$ cat src/shared/ciaer_defs.svh
// Purpose: offsets, field positions, reset values of the config register group
// Assumes: byte addresses on the configuration access port
// Notes:   included by the core and the bench
`ifndef CIAER_DEFS_SVH
`define CIAER_DEFS_SVH
`define CIAER_OFF_SUBSYS        12'h0f4
`define CIAER_OFF_INDEX         12'h0f8
`define CIAER_OFF_WINDOW        12'h0fc
`define CIAER_OFF_CAPHDR        12'h100
`define CIAER_OFF_UESTAT        12'h104
`define CIAER_OFF_UEMASK        12'h108
`define CIAER_SUBSYS_RST        32'h0000_0000
`define CIAER_INDEX_RST         32'h0000_0000
`define CIAER_INDEX_WMASK       32'h0000_0ffc
`define CIAER_CAP_CODE          16'h0001
`define CIAER_CAP_VER           4'h1
`define CIAER_NEXT_CAPABILITY_POINTER_RST        12'h200
`define CIAER_UE_RST            32'h0000_0000
`define CIAER_UE_STAT_MASK      32'h001f_3031
`define CIAER_UE_MASK_MASK      32'h001f_3031
`define CIAER_BIT_UNUSED        0
`define CIAER_BIT_LINK          4
`define CIAER_BIT_SDOWN         5
`define CIAER_BIT_POISON        12
`define CIAER_BIT_FLOWC         13
`define CIAER_BIT_CTO           14
`define CIAER_BIT_CABT          15
`define CIAER_BIT_UNEXP         16
`define CIAER_BIT_OVFL          17
`define CIAER_BIT_MALF          18
`define CIAER_BIT_ECRC          19
`define CIAER_BIT_UREQ          20
`endif

$ cat src/shared/ciaer_pkg.sv
// Purpose: types of the config register group
// Assumes: constants live in ciaer_defs.svh
// Notes:   no imports; use ciaer_pkg::name
package ciaer_pkg;
   typedef struct packed {
      logic [15:0] maker_code;
      logic [15:0] product_code;
      logic [5:0]  dword_index;
      logic [3:0]  extended_index;
      logic [11:0] nxt_cap_ptr;
      logic [31:0] ue_flags;
      logic [31:0] ue_masks;
      logic [31:0] rdata;
      logic        rvalid;
   } ciaer_state_type;
endpackage

$ cat src/core/ciaer_regs.sv
// Purpose: subsystem identity, indirect config window, error capability header,
//          uncorrectable error flags and masks
// Assumes: one config access port, single-cycle access, data out one cycle later
// Notes:
// Summary of operation
// - subsystem maker code, bits 15:0, lockable read-write, resets zero
// - subsystem product code, bits 31:16, lockable read-write, resets zero
// - index register: dword index 7:2, extended index 11:8, read-write
// - window read returns register selected by the index
// - window write updates register selected by the index
// - indirect access uses the window access byte enables
// - index pointing at window: reads zero, writes discarded
// - index pointing at index register: window write changes index
// - window access from serial management port: reads zero, writes ignored
// - capability header: code 0x1 bits 15:0, version 0x1 bits 19:16
// - link protocol fault sets sticky clear-on-one bit 4
// - surprise down sets bit 5, only when reporting capable
// - poisoned packet sets sticky bit 12
// - flow credit fault sets sticky bit 13
// - completion timeout bit 14 hardwired zero
// - completer abort bit 15 reads zero, read-only
// - unexpected completion sets sticky bit 16
// - receiver overflow sets sticky bit 17
// - malformed packet sets sticky bit 18
// - end-to-end crc error sets sticky bit 19
// - unsupported request sets sticky bit 20
// - bit 0 unused, sticky, clearable in flags, writable in masks
// - masked events are neither logged nor reported
`timescale 1ns/100ps
`include "ciaer_defs.svh"

module ciaer_regs (
   input  wire logic        core_clk,
   input  wire logic        rst_n,
   input  wire logic        por_n,
   input  wire logic        cfg_req,
   input  wire logic        cfg_wr,
   input  wire logic        cfg_smbus,
   input  wire logic [11:0] cfg_addr,
   input  wire logic [3:0]  cfg_be,
   input  wire logic [31:0] cfg_wdata,
   output logic      [31:0] cfg_rdata,
   output logic             cfg_rvalid,
   input  wire logic        id_lock_n,
   input  wire logic        surprise_down_report_capable,
   input  wire logic        link_protocol_fault,
   input  wire logic        surprise_down_fault,
   input  wire logic        poisoned_packet,
   input  wire logic        flow_credit_fault,
   input  wire logic        unexpected_completion,
   input  wire logic        receiver_overflow,
   input  wire logic        bad_format_packet,
   input  wire logic        ecrc_fault,
   input  wire logic        unsupported_request,
   output logic      [31:0] ue_unmasked_events,
   output logic      [31:0] ue_flags
);

   ////////////////////////////////////////////////////////////////////////////
   // helpers

   function automatic logic [31:0] be_merge(input logic [31:0] old_v,
                                            input logic [31:0] new_v,
                                            input logic [3:0]  be);
      logic [31:0] r;
      r = old_v;
      for (int i = 0; i < 4; i++) begin
         if (be[i]) begin
            r[i*8 +: 8] = new_v[i*8 +: 8];
         end
      end
      return r;
   endfunction

   function automatic logic [31:0] be_mask(input logic [3:0] be);
      return {{8{be[3]}}, {8{be[2]}}, {8{be[1]}}, {8{be[0]}}};
   endfunction

   ////////////////////////////////////////////////////////////////////////////
   // state

   ciaer_pkg::ciaer_state_type state_ff;
   ciaer_pkg::ciaer_state_type nxt_state;
   ciaer_pkg::ciaer_state_type sticky_ff;
   ciaer_pkg::ciaer_state_type nxt_sticky;

   logic [31:0] events;
   logic [11:0] index_addr;
   logic        win_hit;
   logic [11:0] tgt_addr;
   logic [3:0]  tgt_be;
   logic        tgt_wr;
   logic [31:0] tgt_rdata;
   logic        tgt_hit;
   logic [31:0] merged;

   always_comb begin
      events = 32'h0000_0000;
      events[`CIAER_BIT_LINK]  = link_protocol_fault;
      events[`CIAER_BIT_SDOWN] = surprise_down_fault & surprise_down_report_capable;
      events[`CIAER_BIT_POISON] = poisoned_packet;
      events[`CIAER_BIT_FLOWC] = flow_credit_fault;
      events[`CIAER_BIT_UNEXP] = unexpected_completion;
      events[`CIAER_BIT_OVFL]  = receiver_overflow;
      events[`CIAER_BIT_MALF]  = bad_format_packet;
      events[`CIAER_BIT_ECRC]  = ecrc_fault;
      events[`CIAER_BIT_UREQ]  = unsupported_request;
   end

   // index register contents as a byte address
   assign index_addr = {state_ff.extended_index, state_ff.dword_index, 2'b00};
   assign win_hit    = cfg_req && (cfg_addr == `CIAER_OFF_WINDOW);

   // indirect redirect: the window access lands on the indexed register
   always_comb begin
      tgt_addr = cfg_addr;
      tgt_be   = cfg_be;
      tgt_wr   = cfg_req & cfg_wr;
      if (win_hit) begin
         tgt_addr = index_addr;
         if (cfg_smbus || index_addr == `CIAER_OFF_WINDOW) begin
            tgt_wr = 1'b0;
         end
      end
   end

   // read mux, reserved bits zero
   always_comb begin
      tgt_hit = 1'b1;
      case (tgt_addr)
         `CIAER_OFF_SUBSYS: tgt_rdata = {state_ff.product_code, state_ff.maker_code};
         `CIAER_OFF_INDEX:  tgt_rdata = {20'h00000, index_addr};
         `CIAER_OFF_CAPHDR: tgt_rdata = {state_ff.nxt_cap_ptr, `CIAER_CAP_VER,
                                         `CIAER_CAP_CODE};
         `CIAER_OFF_UESTAT: tgt_rdata = sticky_ff.ue_flags & `CIAER_UE_STAT_MASK;
         `CIAER_OFF_UEMASK: tgt_rdata = sticky_ff.ue_masks & `CIAER_UE_MASK_MASK;
         default: begin
            tgt_rdata = 32'h0000_0000;
            tgt_hit   = 1'b0;
         end
      endcase
      if (win_hit && (cfg_smbus || index_addr == `CIAER_OFF_WINDOW)) begin
         tgt_rdata = 32'h0000_0000;
      end
   end

   ////////////////////////////////////////////////////////////////////////////
   // next state

   always_comb begin
      nxt_state  = state_ff;
      nxt_sticky = sticky_ff;
      merged     = 32'h0000_0000;
      nxt_state.rvalid = cfg_req & ~cfg_wr;
      nxt_state.rdata  = (cfg_req & ~cfg_wr) ? tgt_rdata : state_ff.rdata;
      if (tgt_wr) begin
         case (tgt_addr)
            `CIAER_OFF_SUBSYS: begin
               if (!id_lock_n) begin
               end else begin
                  {nxt_state.product_code, nxt_state.maker_code} =
                     be_merge({state_ff.product_code, state_ff.maker_code},
                              cfg_wdata, tgt_be);
               end
            end
            `CIAER_OFF_INDEX: begin
               merged = be_merge({20'h00000, index_addr}, cfg_wdata, tgt_be);
               {nxt_state.extended_index, nxt_state.dword_index} = merged[11:2];
            end
            `CIAER_OFF_CAPHDR: begin
               if (id_lock_n) begin
                  merged = be_merge({state_ff.nxt_cap_ptr, 20'h00000}, cfg_wdata, tgt_be);
                  nxt_state.nxt_cap_ptr = merged[31:20];
               end
            end
            `CIAER_OFF_UESTAT: begin
               nxt_sticky.ue_flags = sticky_ff.ue_flags
                  & ~(cfg_wdata & be_mask(tgt_be) & `CIAER_UE_STAT_MASK);
            end
            `CIAER_OFF_UEMASK: begin
               nxt_sticky.ue_masks =
                  be_merge(sticky_ff.ue_masks, cfg_wdata, tgt_be) & `CIAER_UE_MASK_MASK;
            end
            default: begin
            end
         endcase
      end
      // set wins over clear, masked events not logged
      nxt_sticky.ue_flags = (nxt_sticky.ue_flags | (events & ~sticky_ff.ue_masks))
                            & `CIAER_UE_STAT_MASK;
   end

   ////////////////////////////////////////////////////////////////////////////
   // registers: ordinary reset, and power-on only for sticky fields

   always_ff @(posedge core_clk or negedge rst_n) begin
      if (!rst_n) begin
         state_ff             <= '0;
         state_ff.nxt_cap_ptr <= `CIAER_NEXT_CAPABILITY_POINTER_RST;
      end else begin
         state_ff <= nxt_state;
      end
   end

   always_ff @(posedge core_clk or negedge por_n) begin
      if (!por_n) begin
         sticky_ff <= '0;
      end else begin
         sticky_ff <= nxt_sticky;
      end
   end

   assign cfg_rdata          = state_ff.rdata;
   assign cfg_rvalid         = state_ff.rvalid;
   assign ue_flags           = sticky_ff.ue_flags;
   assign ue_unmasked_events = events & ~sticky_ff.ue_masks;

   ////////////////////////////////////////////////////////////////////////////
   // checks

   a_sticky_set_wins: assert property (@(posedge core_clk) disable iff (!por_n)
      (events[`CIAER_BIT_LINK] && !sticky_ff.ue_masks[`CIAER_BIT_LINK])
      |=> ue_flags[`CIAER_BIT_LINK]) else $error("link fault not logged");
   a_sdown_gated: assert property (@(posedge core_clk) disable iff (!por_n)
      (!surprise_down_report_capable && !ue_flags[`CIAER_BIT_SDOWN])
      |=> !ue_flags[`CIAER_BIT_SDOWN]) else $error("surprise down set while incapable");
   a_hardwired_zero: assert property (@(posedge core_clk) disable iff (!por_n)
      !ue_flags[`CIAER_BIT_CTO] && !ue_flags[`CIAER_BIT_CABT]) else $error("bit 14/15 set");
   a_masked_not_logged: assert property (@(posedge core_clk) disable iff (!por_n)
      (sticky_ff.ue_masks[`CIAER_BIT_UREQ] && !ue_flags[`CIAER_BIT_UREQ])
      |=> !ue_flags[`CIAER_BIT_UREQ]) else $error("masked event logged");
   a_clear_one: assert property (@(posedge core_clk) disable iff (!por_n || !rst_n)
      (cfg_req && cfg_wr && !cfg_smbus && cfg_addr == `CIAER_OFF_UESTAT && cfg_be[2]
       && cfg_wdata[`CIAER_BIT_MALF] && !bad_format_packet)
      |=> !ue_flags[`CIAER_BIT_MALF]) else $error("flag not cleared");
   a_event_beats_clear: assert property (@(posedge core_clk) disable iff (!por_n)
      (poisoned_packet && !sticky_ff.ue_masks[`CIAER_BIT_POISON])
      |=> ue_flags[`CIAER_BIT_POISON]) else $error("event lost on clear");
   a_cap_header: assert property (@(posedge core_clk) disable iff (!rst_n)
      (cfg_req && !cfg_wr && !cfg_smbus && cfg_addr == `CIAER_OFF_CAPHDR)
      |=> cfg_rvalid && cfg_rdata[19:0] == 20'h10001) else $error("bad cap header");
   a_window_smbus: assert property (@(posedge core_clk) disable iff (!rst_n)
      (cfg_req && !cfg_wr && cfg_smbus && cfg_addr == `CIAER_OFF_WINDOW)
      |=> cfg_rdata == 32'h0000_0000) else $error("smbus window read nonzero");
   a_window_self: assert property (@(posedge core_clk) disable iff (!rst_n)
      (cfg_req && !cfg_wr && cfg_addr == `CIAER_OFF_WINDOW
       && index_addr == `CIAER_OFF_WINDOW)
      |=> cfg_rdata == 32'h0000_0000) else $error("self window read nonzero");
   a_index_stable: assert property (@(posedge core_clk) disable iff (!rst_n)
      !(cfg_req && cfg_wr) |=> $stable(index_addr)) else $error("index moved");
   a_window_read: assert property (@(posedge core_clk) disable iff (!rst_n || !por_n)
      (cfg_req && !cfg_wr && !cfg_smbus && cfg_addr == `CIAER_OFF_WINDOW
       && index_addr == `CIAER_OFF_UEMASK)
      |=> cfg_rdata == $past(sticky_ff.ue_masks)) else $error("window read wrong");

endmodule

$ cat config.mk
export PLATFORM = sky130hd
export DESIGN_NAME = ciaer_regs
export DESIGN_NICKNAME = d
export VERILOG_FILES = /design/src/shared/ciaer_pkg.sv /design/src/core/ciaer_regs.sv
export VERILOG_INCLUDE_DIRS = /design/src /design/src/shared
export SDC_FILE = /design/constraint.sdc
export NUM_CORES = 1
export LEC_CHECK = 0
export ABC_CLOCK_PERIOD_IN_PS = 2700
export CAP_MARGIN = 25
export CORE_UTILIZATION = 39
export CTS_CLUSTER_DIAMETER = 50
export DETAILED_ROUTE_END_ITERATION = 8
export DONT_BUFFER_PORTS = 1
export MAX_ROUTING_LAYER = met4
export SLEW_MARGIN = 10
export SYNTH_ARGS = -nofsm -noshare
export SYNTH_HDL_FRONTEND = slang
export SYNTH_SLANG_ARGS = --single-unit
$ cat constraint.sdc
create_clock -name core_clk -period 2.7 [get_ports core_clk]
set_input_delay 0.405 -clock core_clk [delete_from_list [all_inputs] [get_ports core_clk]]
set_output_delay 0.405 -clock core_clk [all_outputs]
set_load 0.02 [all_outputs]
After elaboration in Yosys (flattened, before gate mapping)
Cells that the tools add are included.

word-level totals
  bits in registers = 107
  input port bits = 65
  output and inout port bits = 97
  word-level logic and storage cells = 56

operators by class
  eq/ne operators = 7
  multiplexer cells = 11
  bitwise logic cells = 10
  reduce and logical (&&, ||, !) cells = 14

operators with widths
  operator               number
  $pmux W32 S5           1
  $mux W53               1
  $and A21 B21 Y21       2
  $mux W21               2
  $eq A12 B8 Y1 const B  3
  $eq A12 B9 Y1 const B  3
  $and A21 B32 Y32       1
  $mux W32               1
  $not A21 Y32           1
  $reduce_and A4 Y1      6
  $not A21 Y21           1
  $or A21 B21 Y21        1
  $reduce_and A3 Y1      5
  $mux W12               1
  $mux W6                2
  $eq A10 B6 Y1 const B  1
  $mux W5                1
  $and A1 B1 Y1          3
  $logic_and A1 B1 Y1    2
  $mux W1                2
  $logic_or A1 B1 Y1     1
  $not A1 Y1             1

Longest topological paths before layout
Gate-level depths: netlist (run 1).

  word-level depth = 7
  mapped depth = 9
  mapped depth without buffers = 6

Worst setup path before layout (run 1)
Ideal clock, no wire load.

  kind = input to register
  start point = input cfg_addr[9]
  end point = register state_ff[127] (netlist bit)
  library setup time = 128 ps
  data arrival time = 2,548 ps
  required time = 2,572 ps
  path slack = 25 ps
  stages on the path = 9
  buffers on the path = 3
  path through = or3_1 -> buf_2 -> o41ai_4 -> nor3b_4 -> and2_1 -> buf_4 -> and3_1 -> buf_2 -> mux2_1

between the ends
  cells in the longest elaborated chain, start to end = 5
  elaborated cells between the ends (all ways) = 6
  those cells by class = eq/ne (2); mux (2); reduce/logical (2)

ends and longest elaborated chain
  what                                    line               text
  start: declaration                      ciaer_regs.sv:39   input wire logic [11:0] cfg_addr,
  $eq A12 B8 Y1 (no source line)          n/a
  $logic_and A1 B1 Y1                     ciaer_regs.sv:112  assign win_hit = cfg_req && (cfg_addr == `CIAER_OFF_WINDOW);
  $mux W12                                ciaer_regs.sv:119  if (win_hit) begin
  $eq A12 B8 Y1                           ciaer_regs.sv:157  case (tgt_addr)
  $reduce_and A4 Y1 (no source line) (*)  n/a
  end signal: assignment                  ciaer_regs.sv:201  state_ff <= nxt_state;
  end: declaration                        ciaer_regs.sv:82   ciaer_pkg::ciaer_state_type state_ff;

Mark *: on every way between the ends. The rest lies on a longest branch, timed or not.
A chain may end at the register's enable or synchronous reset.

Worst setup path after layout (run 1)
  start point = register state_ff (netlist bit index_addr[10])
  end point = register sticky_ff[51] (netlist bit)

between the ends
  cells in the longest elaborated chain, start to end = 5
  elaborated cells between the ends (all ways) = 7
  those cells by class = eq/ne (2); mux (3); reduce/logical (2)

ends and longest elaborated chain
  what                                    line               text
  $eq A10 B6 Y1 (no source line)          n/a
  $logic_or A1 B1 Y1 (no source line)     n/a
  $mux W1                                 ciaer_regs.sv:121  if (cfg_smbus || index_addr == `CIAER_OFF_WINDOW) begin
  $mux W1                                 ciaer_regs.sv:119
  $reduce_and A3 Y1 (no source line) (*)  n/a
  end signal: assignment                  ciaer_regs.sv:209  sticky_ff <= nxt_sticky;
  end: declaration                        ciaer_regs.sv:84   ciaer_pkg::ciaer_state_type sticky_ff;

Marked as above.

==> metrics.txt, run 1 <==
Final Power ~3.2 mW; CP Data Arrival Time between 2 and 3 ns; first-pass GRT wire length between 20 and 25 mm; DP HPWL 9.70 mm; Worst setup EP type flop; peak supply drop around 0.0004 V; achievable frequency 385 MHz; Placer Congestion 0.859; reg-to-reg startpoint index_addr[10]$_DFFE_PN0P_; largest family of logic cells by synthesized area multiplexers; CP max stage delay roughly 0.56 ns; synthesized cell area about 0.0056 mm^2; Max Fanout on Critical Path 5; DR DRC count 0; chip width between 100 and 150 um; Crit-path slowest cell or4b_1; Worst Setup Start Kind flop; Mapped Cells roughly 480; P_leak 2.82 nW; DR iter-0 viols ~180; routed via count around 3500; drt total wl between 10 and 15 mm; min Tclk post-route about 2.6 ns; Vias/cell approximately 5.3; Primary FF master, synth dfrtp_1; Clock Power Share 0.421; post-synthesis compound-gate area fraction 0.122; Tightest Pin Transition between 0.5 and 0.6 ns; largest net degree at the start of global routing 88; crit-path cells or4b_1 -> o31ai_2 -> a21oi_1 -> and2_1 -> nand3_1 -> mux2_2; Die Y about 120 um; combinational share of power 0.066; Worst R2R Path Depth 6; Area after DPL between 0.005 and 0.006 mm^2; final net count 530; I/O pins about 160; CTS tree done; final setup margin ~0.10 ns; Total GRT Usage 0.194; crit share post-route 0.961; internal power around 2.4 mW; relative slew slack 0.604; Yosys reg bits about 110; crit-path leading delay family simple AND/OR/NAND/NOR gates; number of flops mapped to enable cells by yosys 0; met2 Use GR 0.294; root buf cell clkbuf_16; pwr dens ~540 mW/mm^2; synth warn 0; Buf/Inv on CP 0; post-synthesis xor/xnor area fraction 0; final max-slew violation count 0; Top Usage Layer GRT met2; Final Util 0.423; total congestion overflow 0; worst path required time between 2 and 3 ns; area delta synth->final 5.13%; Port Buf Inserts 0; sequential area share after synthesis 0.476; simple-gate share of the synthesized area 0.132; DR WL/cell around 20 um; max-cap violations 0; met3 Usage GRT 0.0936; met1 GRT Util 0.226; asr flop ratio synth 1.00; Switching Share 0.247; most common cell after layout, fill and taps aside dfrtp_1; Tightest Hold Check Type primary input to flop; syn_area_per_cell around 12 um^2; commonest non-fill, non-tap cells in the layout dfrtp_1, conb_1, mux2_2; die area ~0.015 mm^2; final hold violation count 0; Final Setup Violations 0; CTS Buf Count 9; TritonCTS Sinks 107; Initial Util 0.403; Critical Setup Path Class flop to flop; outcome finished clean; final instance area slightly below 0.006 mm^2; sequential share of power 0.513; initial antenna violation count 3; H-tree depth 3; Place WS -0.0716 ns; Hold Crit Start cfg_wdata[0]; Reg-to-Reg End sticky_ff[51]$_DFFE_PN0P_; worst skew pair latency ~0.35 ns; Pre-antenna DRT Iters 4; Clock Skews 0.00525 ns; vias in the first global route between 3000 and 4000; Unique masters post-synth 60; layout cell share with drive strength beyond 1 0.255; # rows 43; Hold Path Depth 1; total core area 0.0140 mm^2; Synth Area in Adders 0; unrepaired setup endpoints after global routing true; r2r setup slk around 0.10 ns; Hold EP ue_flags[0]$_DFFE_PN0P_; CTS Buffer Depth 2; post-route ant nets 0; clock transition at the registers of the reported paths roughly 0.070 ns; Net Sw Power ~0.78 mW; post-synthesis mux area share 0.135
[through the flow]
step	hold slack, ns	setup TNS (ns)	instances
final	0.133	0	653
after global routing	0.110	-0.0221	653
after CTS	0.118	0	649
after detailed placement	0.110	-2.54	629
after global placement	0.110	-0.784	629
after floorplan	0.109	0	523
[timing repair]
action,CTS,global route
hold buffers,3,0
hold endpoints to repair,107,0
pin swaps,1,0
buffers inserted,1,0
gates resized for setup,0,4
setup endpoints to repair,11,60
gates cloned,0,0
[kinds of logic (layout without fill, tap and decap cells)]
logic type / after synthesis / count (layout)
AO/OA/AOI/OAI: 85 / 85
buffers and inverters: 107 / 54
flip-flops: 107 / 107
multiplexers: 65 / 65
other: 1 / 48
AND/OR/NAND/NOR: 114 / 114
[worst reg2reg max path: stages, from the launching register on]
cell and delay [ns]:
dfrtp_1 0.40, or4b_1 0.56, o31ai_2 0.38, a21oi_1 0.20, and2_1 0.29, nand3_1 0.26
mux2_2 0.38
[area by class of cell]
class | instances | area, um^2
Inverter | 3 | 11.3
Timing Repair Buffer | 35 | 320
Antenna cell | 3 | 7.51
Clock buffer | 9 | 225
Multi-Input combinational cell | 309 | 2370
Tap cell | 180 | 225
Clock inverter | 7 | 77.6
Fill cell | 1319 | 8070
Sequential cell | 107 | 2680
[power by group through the flow]
stage               clock [mW]  combinational [mW]  sequential (mW)
floorplan                    0               0.202             1.65
global placement             0               0.165             1.66
detailed placement           0               0.166             1.66
CTS                       1.37               0.206             1.63
global route              1.46               0.231             1.63
finish                    1.34               0.208             1.63
[synthesized netlist by cell type (3+ instances only)]
cell	number	area, um^2
clkbuf_1	6	22.5
a21oi_1	10	50.1
mux2_4	8	120
nand4_1	5	31.3
buf_2	8	40.0
inv_1	3	11.3
a221o_1	17	170
and3_1	4	25.0
and2_1	17	106
mux2_1	12	135
dfrtp_1	106	2650
nor2_1	10	37.5
nand2_1	24	90.1
and4_1	3	26.3
a22o_1	9	78.8
o21ai_0	16	80.1
a22oi_1	8	60.1
nor2b_1	11	68.8
mux2_2	44	495
a21o_1	8	60.1
buf_4	88	661
nand3_1	13	65.1
[worst max path at each step]
stage | end | cells past startpoint | slack (ns) | startpoint
6_report | sticky_ff[51]$_DFFE_PN0P_ | 6 | 0.10 | index_addr[10]$_DFFE_PN0P_
5_1_grt | state_ff[98]$_DFFE_PN0P_ | 6 | -0.02 | index_addr[9]$_DFFE_PN0P_
4_1_cts | cfg_rdata[25]$_DFFE_PN0P_ | 6 | 0.009 | index_addr[10]$_DFFE_PN0P_
3_5_place_dp | cfg_rdata[25]$_DFFE_PN0P_ | 6 | -0.07 | cfg_addr[9]
3_3_place_gp | cfg_rdata[18]$_DFFE_PN0P_ | 6 | -0.05 | cfg_addr[9]
2_1_floorplan | state_ff[127]$_DFFE_PN0P_ | 9 | 0.02 | cfg_addr[9]
[routing by layer]
layer,vias up,share of wire
met1,1731,0.41
met3,20,0.11
met5,-,0
li1,1580,-
met2,139,0.46
met4,0,0.017
[sequential cells by signal, summed over array words and instances (netlist names)]
| register | flops |
|---|---|
| cfg_rdata | 32 |
| cfg_rvalid | 1 |
| index_addr | 10 |
| state_ff | 44 |
| sticky_ff | 10 |
| ue_flags | 10 |
Power figures use the tool's default switching activity.
==> inputs of run 2 (changes only) <==
--- a/config.mk
+++ b/config.mk
@@ -13,6 +13,7 @@
 export DETAILED_ROUTE_END_ITERATION = 8
 export DONT_BUFFER_PORTS = 1
 export MAX_ROUTING_LAYER = met4
+export REMOVE_ABC_BUFFERS = 1
 export SLEW_MARGIN = 10
 export SYNTH_ARGS = -nofsm -noshare
 export SYNTH_HDL_FRONTEND = slang
==> run 2 against run 1 <==
Wire length is 0.78% lower. Setup slack better by 0.036 ns. Final cell count rose by 0.61%. Maximum frequency grew 1.4%. First-iteration DRC count down 32%. Sequential share of layout area decreased by 0.61 points. Hold slack better by 0.0075 ns. Clock power up 12%. Via count about the same. Register-to-register slack better by 0.04 ns. Highest routed layer unchanged.
==> metrics.txt, run 2 (same netlist as run 1, synthesis figures left out) <==
outcome finished clean; clock transition at the registers of the reported paths 0.07 ns (about the same); chip width 122 um (unchanged); largest net degree at the start of global routing 88 (unchanged); crit-path cells or4b_1 -> a211o_1 -> a211oi_2 -> and2_1 -> buf_4 -> nand3_2 -> mux2_2; Tightest Pin Transition 0.601 ns (+0.00860 ns); DR WL/cell 20.0 um (-1.4%); layout cell share with drive strength beyond 1 0.263 (+0.00784); Reg with most FFs state_ff; Worst setup EP type flop; die area 0.0149 mm^2 (unchanged); Fillers 1300 (-1.4%); CP max stage delay 0.57 ns (about the same); Vias/cell 5.28 (-0.67%); pwr dens 555 mW/mm^2 (+3.6%); crit-path leading delay family simple AND/OR/NAND/NOR gates; TritonCTS Sinks 107 (unchanged); CTS Buf Count 9 (unchanged); CTS Buffer Depth 2 (unchanged); Pre-antenna DRT Iters 4 (unchanged); H-tree depth 3 (unchanged); Worst Setup Start Kind flop; CP Data Arrival Time 2.78 ns (-0.05 ns); final net count 535 (+0.94%); crit share post-route 0.948 (-0.0132); Port Buf Inserts 0 (unchanged); DR DRC count 0 (unchanged); relative slew slack 0.598 (-0.00647); achievable frequency 391 MHz (+1.4%); root buf cell clkbuf_16; vias in the first global route 3575 (-4.2%); commonest non-fill, non-tap cells in the layout dfrtp_1, conb_1, mux2_2; worst path required time 2.92 ns (about the same); area delta synth->final 6.58%; P_leak 2.87 nW (+1.6%); final hold violation count 0 (unchanged); Final Power 3.33 mW (+5.0%); Die Y 122 um (unchanged); drt total wl 13.1 mm (-0.78%); max-cap violations 0 (unchanged); post-route ant nets 0 (unchanged); Final Setup Violations 0 (unchanged); # rows 43 (unchanged); Critical Setup Path Class flop to flop; peak supply drop 0.000420 V (+6.1%); Max Fanout on Critical Path 8 (+3); Initial Util 0.403 (unchanged); initial antenna violation count 2 (-1); register area 0.00268 mm^2 (unchanged); Buf/Inv on CP 1 (+1); multi-input logic area 0.00238 mm^2 (+0.37%); Clock Skews 0.00923 ns (+0.00398 ns); total congestion overflow 0 (unchanged); CTS tree done; worst hold slack 0.140 ns (+0.00747 ns); DR iter-0 viols 120 (-32%); max FFs per register 44 (unchanged); Total GRT Usage 0.189 (-0.00444); Crit-path slowest cell or4b_1; total core area 0.0140 mm^2 (unchanged); worst skew pair latency 0.34 ns (about the same); min Tclk post-route 2.56 ns (-0.0358 ns); Placer Congestion 0.863 (+0.50%); unrepaired setup endpoints after global routing false; I/O pins 162 (unchanged); final max-slew violation count 0 (unchanged); routed via count 3468 (-0.058%); DP HPWL 9.56 mm (-1.4%); most common cell after layout, fill and taps aside dfrtp_1; first-pass GRT wire length 20.5 mm (-1.3%); Tightest Hold Check Type primary input to flop
[run 2: cell count changes in the layout (fill, tap and decap cells not counted), moves of 2 or more]
cell,change
bufinv_16,+2
buf_4,+5
and3_2,+2
and3_1,-2
[run 2: cell type report]
class                   count  share of cell area
multi-input cells         309               0.397
clock buffers              10              0.0382
well taps                 180              0.0375
diodes                      2            0.000834
flip-flops and latches    107               0.446
clock inverters             6              0.0192
inverters                   3             0.00188
repair buffers             40              0.0590
[run 2: stage by stage]
| stage | area (um^2) | utilization | setup slack [ns] | setup TNS (ns) | cells |
|---|---|---|---|---|---|
| finish | 6000 | 0.429 | 0.140 | 0 | 657 |
| global placement | 5550 | 0.397 | -0.109 | -2.27 | 634 |
| floorplan | 5050 | - | -0.225 | -2.79 | 419 |
| global route | 6000 | 0.429 | 0.0141 | 0 | 657 |
| detailed placement | 5550 | 0.397 | -0.137 | -3.88 | 634 |
| CTS | 5950 | 0.425 | 0.00486 | 0 | 653 |
[run 2: metal layers]
metal / vias up / GRT usage / share of wire
li1: 1590 / - / -
met1: 1741 / 0.241 / 0.45
met2: 128 / 0.292 / 0.47
met3: 9 / 0.0520 / 0.074
met4: 0 / 0.0587 / 0.011
met5: - / - / 0
[run 2: what timing repair did]
item,in CTS,in global routing
setup endpoints to repair,19,51
endpoints found under the hold margin,107,0
pin swaps,0,1
gates resized for setup,1,5
setup buffers,0,1
hold buffers,3,0
[run 2: path summary, 6_finish.rpt]
kind,from,to,slack [ns],cells after the start
max,index_addr[9]$_DFFE_PN0P_,state_ff[143]$_DFFE_PN0P_,0.14,7
min,cfg_wdata[0],ue_flags[0]$_DFFE_PN0P_,0.14,1
max reg2reg,index_addr[9]$_DFFE_PN0P_,state_ff[143]$_DFFE_PN0P_,0.14,7
min reg2reg,state_ff[131]$_DFFE_PN0P_,state_ff[131]$_DFFE_PN0P_,0.49,1
max in group asynchronous,rst_n,state_ff[106]$_DFFE_PN1P_,1.69,2
min in group asynchronous,por_n,ue_flags[0]$_DFFE_PN0P_,0.41,1
[run 2: where the power goes]
| group | internal (mW) | switching (mW) | leakage, nW | total (mW) |
|---|---|---|---|---|
| sequential | 1.61 | 0.0151 | 1.44 | 1.63 |
| clock | 0.910 | 0.586 | 0.163 | 1.50 |
| combinational | 0.0512 | 0.158 | 1.27 | 0.209 |
| total | 2.57 | 0.759 | 2.87 | 3.33 |
[run 2: worst reg2reg max path, delay by kind of cell (launching register included)]
kind            cells  cell delay (ns)
buf+inv             1             0.18
mux                 1             0.36
compound gates      2             0.50
flops               1             0.37
simple gates        3             1.03
